## config.mk

```make
export PLATFORM = sky130hd
export DESIGN_NAME = rsc_top
export DESIGN_NICKNAME = d
export VERILOG_FILES = /design/src/rsc_buf2.v /design/src/rsc_top.v
export VERILOG_INCLUDE_DIRS = /design/src
export SDC_FILE = /design/constraint.sdc
export NUM_CORES = 1
export LEC_CHECK = 0
export BUFFER_PORTS_ARGS = -buffer_cell sky130_fd_sc_hd__buf_2
export CORE_AREA = 2 2 79 81
export CTS_CLUSTER_DIAMETER = 50
export DETAILED_ROUTE_END_ITERATION = 16
export DIE_AREA = 0 0 81 83
export PLACE_DENSITY_LB_ADDON = 0.12
export SLEW_MARGIN = 20
export SYNTH_ARGS = -nofsm -noshare
export SYNTH_HDL_FRONTEND = slang
export SYNTH_SLANG_ARGS = --single-unit
```

## constraint.sdc

```tcl
create_clock -name sys_clk -period 3.85 [get_ports sys_clk]
set_clock_uncertainty 0.15 [all_clocks]
set_input_delay 0.9625 -clock sys_clk [delete_from_list [all_inputs] [get_ports sys_clk]]
set_output_delay 0.9625 -clock sys_clk [all_outputs]
set_load 0.02 [all_outputs]
```

## src/rsc_defs.vh

```
// Constants for the receive status and interface clock block.
// Assumes a 200 MHz sys_clk and an AXI4-Lite master with 32-bit data.
`ifndef RSC_DEFS_VH
`define RSC_DEFS_VH

`define RSC_ADDR_W 4
`define RSC_CTRL_ADDR 4'h0
`define RSC_STAT_ADDR 4'h4

// Control register fields.
`define RSC_CTRL_ST_LSB 0
`define RSC_CTRL_ST_MSB 1
`define RSC_CTRL_RATE 2
`define RSC_CTRL_OE1 3
`define RSC_CTRL_OE2 4
`define RSC_CTRL_RST 32'h0000_0018

// Status register fields.
`define RSC_STAT_PWRDN 0
`define RSC_STAT_ST 1
`define RSC_STAT_LOCK 2
`define RSC_STAT_FULL 3
`define RSC_STAT_EMPTY 4

`define RSC_ST_ACTIVE 2'h2
`define RSC_RESP_OKAY 2'h0
`define RSC_RESP_SLVERR 2'h2

`define RSC_DATA_W 10

`endif

```

## src/rsc_buf2.v

```verilog
// Two-entry buffer for received characters.
// Assumes one clock; a word moves on each side when valid and ready meet.
`timescale 1ns/100ps
`include "rsc_defs.vh"
module rsc_buf2 (
  input wire sys_clk,
  input wire srst,
  input wire [`RSC_DATA_W-1:0] in_data,
  input wire in_valid,
  output wire in_ready,
  output wire [`RSC_DATA_W-1:0] out_data,
  output wire out_valid,
  input wire out_ready,
  output wire full,
  output wire empty
);
  reg [`RSC_DATA_W-1:0] mem_q [0:1];
  reg wr_ptr_q;
  reg rd_ptr_q;
  reg [1:0] cnt_q;
  wire push;
  wire pop;

  assign full = (cnt_q == 2'h2);
  assign empty = (cnt_q == 2'h0);
  assign in_ready = !full;
  assign out_valid = !empty;
  assign out_data = mem_q[rd_ptr_q];
  assign push = in_valid && !full;
  assign pop = out_ready && !empty;

  always @(posedge sys_clk) begin
    if (srst) begin
      wr_ptr_q <= 1'b0;
      rd_ptr_q <= 1'b0;
      cnt_q <= 2'h0;
    end else begin
      if (push)
        wr_ptr_q <= ~wr_ptr_q;
      if (pop)
        rd_ptr_q <= ~rd_ptr_q;
      if (push && !pop)
        cnt_q <= cnt_q + 2'h1;
      else if (pop && !push)
        cnt_q <= cnt_q - 2'h1;
    end
  end

  // Storage needs no reset; occupancy guards every read.
  always @(posedge sys_clk) begin
    if (push)
      mem_q[wr_ptr_q] <= in_data;
  end
endmodule

```

## src/rsc_top.v

```verilog
// Receive status, reclocker power-down flag and receive interface clock.
// Assumes half-character tick pulses from the recovered data path and from
// the training reference, both synchronous to sys_clk, and an AXI4-Lite
// master that keeps one write and one read outstanding at most.
`timescale 1ns/100ps
`include "rsc_defs.vh"
module rsc_top (
  input wire sys_clk,
  input wire srst,
  input wire [`RSC_ADDR_W-1:0] s_axi_awaddr,
  input wire s_axi_awvalid,
  output wire s_axi_awready,
  input wire [31:0] s_axi_wdata,
  input wire [3:0] s_axi_wstrb,
  input wire s_axi_wvalid,
  output wire s_axi_wready,
  output reg [1:0] s_axi_bresp,
  output reg s_axi_bvalid,
  input wire s_axi_bready,
  input wire [`RSC_ADDR_W-1:0] s_axi_araddr,
  input wire s_axi_arvalid,
  output wire s_axi_arready,
  output reg [31:0] s_axi_rdata,
  output reg [1:0] s_axi_rresp,
  output reg s_axi_rvalid,
  input wire s_axi_rready,
  input wire rx_lock,
  input wire rec_half_tick,
  input wire training_ref_clock,
  input wire [`RSC_DATA_W-1:0] rx_char_data,
  input wire rx_char_valid,
  output wire rx_char_ready,
  input wire selftest_in_flag,
  input wire [1:0] selftest_in_code,
  output reg [`RSC_DATA_W-1:0] rx_parallel_out,
  output reg selftest_status_flag,
  output reg rx_iface_clock,
  output wire rx_iface_clock_n,
  output wire reclock_pwrdn_flag
);
  reg [31:0] ctrl_q;
  reg [`RSC_ADDR_W-1:0] awaddr_q;
  reg aw_held_q;
  reg [31:0] wdata_q;
  reg [3:0] wstrb_q;
  reg w_held_q;
  reg mid_q;
  reg [31:0] rdata_d;
  wire [1:0] rx_selftest_ctrl;
  wire rx_clock_rate_sel;
  wire reclock_out_en_first;
  wire reclock_out_en_second;
  wire selftest_on;
  wire half_tick;
  wire char_start;
  wire [`RSC_DATA_W-1:0] buf_data;
  wire buf_valid;
  wire buf_full;
  wire buf_empty;
  wire wr_go;
  wire rd_go;
  wire [31:0] ctrl_d;
  genvar g;

  assign rx_selftest_ctrl = ctrl_q[`RSC_CTRL_ST_MSB:`RSC_CTRL_ST_LSB];
  assign rx_clock_rate_sel = ctrl_q[`RSC_CTRL_RATE];
  assign reclock_out_en_first = ctrl_q[`RSC_CTRL_OE1];
  assign reclock_out_en_second = ctrl_q[`RSC_CTRL_OE2];
  assign selftest_on = (rx_selftest_ctrl == `RSC_ST_ACTIVE);

  // Decoded straight from the enables, so it follows them with no clock.
  assign reclock_pwrdn_flag = !reclock_out_en_first &&
                              !reclock_out_en_second;

  // Unlocked, the training reference paces the clock so it never stops;
  // locked, the recovered data ticks alone set it.
  assign half_tick = rx_lock ? rec_half_tick
                             : training_ref_clock;
  assign char_start = half_tick && mid_q;

  // The buffer absorbs a character while the output register waits for
  // the next character boundary, so outside self-test the source sees stalls, not losses.
  rsc_buf2 u_buf (
    .sys_clk(sys_clk),
    .srst(srst),
    .in_data(rx_char_data),
    .in_valid(rx_char_valid),
    .in_ready(rx_char_ready),
    .out_data(buf_data),
    .out_valid(buf_valid),
    .out_ready(char_start),
    .full(buf_full),
    .empty(buf_empty)
  );

  assign rx_iface_clock_n = ~rx_iface_clock;

  always @(posedge sys_clk) begin
    if (srst) begin
      mid_q <= 1'b0;
      rx_iface_clock <= 1'b0;
    end else if (half_tick) begin
      mid_q <= ~mid_q;
      // Full rate toggles every half character and rises at its start;
      // half rate toggles once per character.
      if (!rx_clock_rate_sel)
        rx_iface_clock <= mid_q;
      else if (mid_q)
        rx_iface_clock <= ~rx_iface_clock;
    end
  end

  // Data move only at the character start, which is the true rising edge
  // at full rate and each edge at half rate.
  always @(posedge sys_clk) begin
    if (srst) begin
      rx_parallel_out <= {`RSC_DATA_W{1'b0}};
      selftest_status_flag <= 1'b0;
    end else if (char_start) begin
      // The buffer still drains during self-test, so the character source
      // is never held off by a test.
      if (selftest_on) begin
        rx_parallel_out[`RSC_DATA_W-1:2] <= {(`RSC_DATA_W-2){1'b0}};
        rx_parallel_out[1:0] <= selftest_in_code;
        selftest_status_flag <= selftest_in_flag;
      end else begin
        if (buf_valid)
          rx_parallel_out <= buf_data;
        selftest_status_flag <= 1'b0;
      end
    end
  end

  // Write channel: address and data taken in either order, answer after both.
  // Neither half is offered while a response waits, so a second write
  // cannot overtake the one still being answered.
  assign s_axi_awready = !aw_held_q && !s_axi_bvalid;
  assign s_axi_wready = !w_held_q && !s_axi_bvalid;
  assign wr_go = aw_held_q && w_held_q && !s_axi_bvalid;

  // Each byte lane of the control word follows its own strobe, so a
  // partial write leaves the other lanes as they were.
  generate
    for (g = 0; g < 4; g = g + 1) begin : g_lane
      assign ctrl_d[g*8 +: 8] = wstrb_q[g] ? wdata_q[g*8 +: 8]
                                           : ctrl_q[g*8 +: 8];
    end
  endgenerate

  always @(posedge sys_clk) begin
    if (srst) begin
      aw_held_q <= 1'b0;
      w_held_q <= 1'b0;
      awaddr_q <= {`RSC_ADDR_W{1'b0}};
      wdata_q <= 32'h0000_0000;
      wstrb_q <= 4'h0;
      s_axi_bvalid <= 1'b0;
      s_axi_bresp <= `RSC_RESP_OKAY;
      ctrl_q <= `RSC_CTRL_RST;
    end else begin
      if (s_axi_awvalid && s_axi_awready) begin
        aw_held_q <= 1'b1;
        awaddr_q <= s_axi_awaddr;
      end
      if (s_axi_wvalid && s_axi_wready) begin
        w_held_q <= 1'b1;
        wdata_q <= s_axi_wdata;
        wstrb_q <= s_axi_wstrb;
      end
      if (wr_go) begin
        aw_held_q <= 1'b0;
        w_held_q <= 1'b0;
        s_axi_bvalid <= 1'b1;
        if (awaddr_q == `RSC_CTRL_ADDR) begin
          s_axi_bresp <= `RSC_RESP_OKAY;
          ctrl_q <= ctrl_d;
        end else if (awaddr_q == `RSC_STAT_ADDR) begin
          s_axi_bresp <= `RSC_RESP_OKAY;
        end else begin
          s_axi_bresp <= `RSC_RESP_SLVERR;
        end
      end else if (s_axi_bvalid && s_axi_bready) begin
        s_axi_bvalid <= 1'b0;
      end
    end
  end

  // Read channel: one read at a time, answered the cycle after the address.
  assign s_axi_arready = !s_axi_rvalid;
  assign rd_go = s_axi_arvalid && s_axi_arready;

  always @* begin
    rdata_d = 32'h0000_0000;
    if (s_axi_araddr == `RSC_CTRL_ADDR) begin
      rdata_d[4:0] = ctrl_q[4:0];
    end else if (s_axi_araddr == `RSC_STAT_ADDR) begin
      rdata_d[`RSC_STAT_PWRDN] = reclock_pwrdn_flag;
      rdata_d[`RSC_STAT_ST] = selftest_status_flag;
      rdata_d[`RSC_STAT_LOCK] = rx_lock;
      rdata_d[`RSC_STAT_FULL] = buf_full;
      rdata_d[`RSC_STAT_EMPTY] = buf_empty;
    end
  end

  always @(posedge sys_clk) begin
    if (srst) begin
      s_axi_rvalid <= 1'b0;
      s_axi_rdata <= 32'h0000_0000;
      s_axi_rresp <= `RSC_RESP_OKAY;
    end else if (rd_go) begin
      s_axi_rvalid <= 1'b1;
      s_axi_rdata <= rdata_d;
      if (s_axi_araddr == `RSC_CTRL_ADDR || s_axi_araddr == `RSC_STAT_ADDR)
        s_axi_rresp <= `RSC_RESP_OKAY;
      else
        s_axi_rresp <= `RSC_RESP_SLVERR;
    end else if (s_axi_rvalid && s_axi_rready) begin
      s_axi_rvalid <= 1'b0;
    end
  end
endmodule

```

==> summary.txt <==
Outcome
  • Run status: finished, final reports clean

Power
  • Switching Share: a little over a quarter
  • Worst-case vdd ir drop: just under 300 uV
  • Cell internal pwr: ~1.1 mW
  • Total Power: 1.534 mW
  • Clock share of power: approximately 32%
  • Power Density: approximately 460 mW/mm^2
  • Seq pwr share: between 50% and 60%
  • NetSw: about 410 uW
  • Comb power frac: roughly 16%
  • Leakage Power: around 1.4 nW

STA
  • Least-Margin Pin Slew: just over 900 ps
  • Slew HR: 39.05%
  • Final min period: 2367 ps
  • Setup TNS Final: 0 ps
  • Pins Over Slew Limit: 0
  • Final WS setup: ~1500 ps
  • RSZ-0062 raised after global routing: no
  • Period utilization: 61.47%
  • Achievable clock frequency: 0.4225 GHz
  • Final Setup Violations: 0
  • Final Hold Fails: 0

Critical path
  • Crit path depth: 6
  • Worst r2r dst: rx_parallel_out[6]
  • CP arrival: 2470 ps
  • FF-to-FF path depth: 3
  • WP data required: about 4000 ps
  • Startpoint types: input pin
  • FF-to-FF setup slack: between 1500 and 2000 ps
  • Largest delay share family, worst path: multiplexers
  • Worst stage delay on the critical path: slightly below 400 ps
  • Critical path launch point: rx_lock
  • Crit-path cells: buf_2, mux2_2, o211ai_1, ha_1, or3_1, a21oi_1
  • Max FO, Critical Path: 5
  • CP max-delay cell: mux2_2
  • Crit Reg-Reg Startpoint: ctrl_q[1]
  • CP endpoint kind: register
  • WS Path Type: input pin to register
  • Crit path buffers/inverters: 1
  • Worst Setup EP: u_buf.cnt_q[1]

Clock tree
  • Post-CTS Setup Repair Bufs: 0
  • Max clock buf depth: 2
  • CTS Buf Count: 9
  • CTS clk-pin slew, worst paths: ~60 ps
  • Post-cts resize count: 0
  • Root Driver: clkbuf_8
  • Clock latency on the worst-skew pair: 320 ps
  • Sink Count: 64
  • CTS tree: yes
  • Htree depth: 3
  • Hold-fix buffers at CTS: 0

Detailed routing
  • Antenna Nets Post-Route: 0
  • Wirelength per Cell: 12.19 microns
  • Vias: 1961
  • Drt via density: 4.737
  • DRC viols: 0
  • Initial drt markers: 76
  • Final wirelength: 5047 microns
  • Pre-antenna DRT Iters: 4

Yosys
  • Synth area leader: dfxtp_1
  • Post-synth EDFFs: 20
  • Seq/Total Area, Yosys: approximately half
  • Ys async rst share: 0%
  • Number of synthesized register bits: 64
  • YS warnings: 0
  • Cell variety after synth: 36
  • Avg Cell Area, Syn: about 11 sq um
  • Main area contributors after synthesis: dfxtp_1 30%, edfxtp_1 21%, mux2i_1 9.6%, buf_4 7.5%, mux2_2 5.0%
  • Cell Area, Synth: a little under 0.003 sq mm
  • Area share of the largest cell type after synthesis: approximately 30%
  • Main synth FF type: dfxtp_1
  • Cells after Synth: 271

Die
  • IO Pins: ~120
  • # rows: 28
  • Die X: 81 microns
  • Core Region: roughly 0.0058 sq mm
  • Die height: between 80 and 90 microns
  • Initial core utilization: about half
  • Die footprint: about 0.0067 sq mm

Layout
  • Share of cells above drive strength 1: between 20% and 30%
  • Area Overhead vs Synth: 14.86%
  • Fin cells: 414
  • Number of antenna diodes: 0
  • Final Util: 57.38%
  • Final Net Count: just over 400

Worst hold path
  • Worst hold path type: register to register

Flow run
  • Maxcap violations: 0

Global route
  • First-pass GRT wire length: around 8300 microns
  • Vias in the first global route: 1782
  • Gr usage total: between 15 and 20%
  • Largest net degree at the start of global routing: 34
  • Antenna violations before repair: 0
  • Total grt overflow: 0

Placed design
  • IO buf count: 64
  • DP HPWL: between 3000 and 4000 microns
  • GPL Wtd Cong: 0.7212
  • Placed instance count: around 400
  • Dpl ws: between 1000 and 1500 ps
[registers in the layout, indices dropped and copies added (netlist names), 2 cells and up, named ones only]
register and count:
awaddr_q 4, ctrl_q 5, rx_parallel_out 10, s_axi_rdata 5, u_buf.cnt_q 2, u_buf.mem_q 20
wdata_q 5
[through the flow]
step	area, sq um	hold slack (ps)
after floorplan	3010	301.6
after global placement	3169	287.6
after detailed placement	3169	294.6
after CTS	3337	302.2
after global routing	3337	329.5
final	3337	297.6
[worst reg2reg max path: stages (launching register included)]
cell      delay [ps]
dfxtp_1          400
nor2b_1          750
o311ai_4         320
mux2_2           350
[placed cells by master, fill, tap and decap left out, drive strengths merged, types with 3 or more instances in the layout]
cell    instances
mux2           13
or2b            3
nor3b           6
nor2           24
nand3           4
o211ai          4
buf            67
nor3           12
nand2           7
dfxtp          44
conb           29
edfxtp         20
clkbuf         14
nor2b          16
a21oi          12
nand2b         12
mux2i          28
inv             4
[per-layer routing]
| metal | share of wire, % | track usage (%) | up-vias |
|---|---|---|---|
| met5 | 0 | 0 | - |
| met4 | 1.4 | 7.396 | 0 |
| met3 | 6.2 | 3.370 | 8 |
| met2 | 49 | 25.54 | 61 |
| met1 | 44 | 20.21 | 890 |
| li1 | - | - | 1002 |
[synth_stat cells (3+ instances only)]
library cell   n
o211ai_1       4
nand2b_1      12
nor3b_1        5
clkbuf_1       9
nor3_1        12
buf_4         29
nand2_1        7
dfxtp_1       44
mux2i_1       28
a21oi_1       12
edfxtp_1      20
nand3_1        4
buf_2          3
or2b_1         3
nor2b_1       16
mux2_2        13
inv_1          4
nor2_1        24
[worst min path at each step]
stage,depth (start not counted),from,slack (ps),to
2_1_floorplan,2,wdata_q[0],300,ctrl_q[0]
3_3_place_gp,2,s_axi_rdata[3],290,s_axi_rdata[3]
3_5_place_dp,2,s_axi_rdata[3],290,s_axi_rdata[3]
4_1_cts,2,s_axi_rdata[3],300,s_axi_rdata[3]
5_1_grt,2,s_axi_rdata[4],330,s_axi_rdata[4]
6_report,2,s_axi_rdata[3],300,s_axi_rdata[3]
[cell type report]
| class | count | area (sq um) |
|---|---|---|
| clock buffer | 14 | 162.7 |
| clock inverter | 1 | 5.005 |
| fill | 553 | 2479 |
| inverter | 4 | 15.01 |
| multi-input combinational | 189 | 1236 |
| sequential | 64 | 1481 |
| tap | 75 | 93.84 |
| timing repair buffer | 67 | 342.8 |
[cell families after synthesis]
kind of cell | count (synthesis) | synth area share (%)
other | 1 | 0.1291
buffers and inverters | 46 | 10.08
adders and majority gates | 1 | 0.4306
xor gates and xnor gates | 2 | 0.6030
and+or+nand+nor | 92 | 17.31
muxes | 41 | 14.69
DFF | 64 | 50.99
AOI/OAI and AO/OA | 24 | 5.772
[power groups by stage]
stage | clock (mW) | sequential (mW) | combinational, mW
5_1_grt | 0.540 | 0.807 | 0.269
6_report | 0.497 | 0.798 | 0.240
4_1_cts | 0.512 | 0.798 | 0.243
2_1_floorplan | 0 | 0.805 | 0.202
3_3_place_gp | 0 | 0.811 | 0.238
3_5_place_dp | 0 | 0.813 | 0.242
No activity file was read; power rests on OpenSTA's default activity.
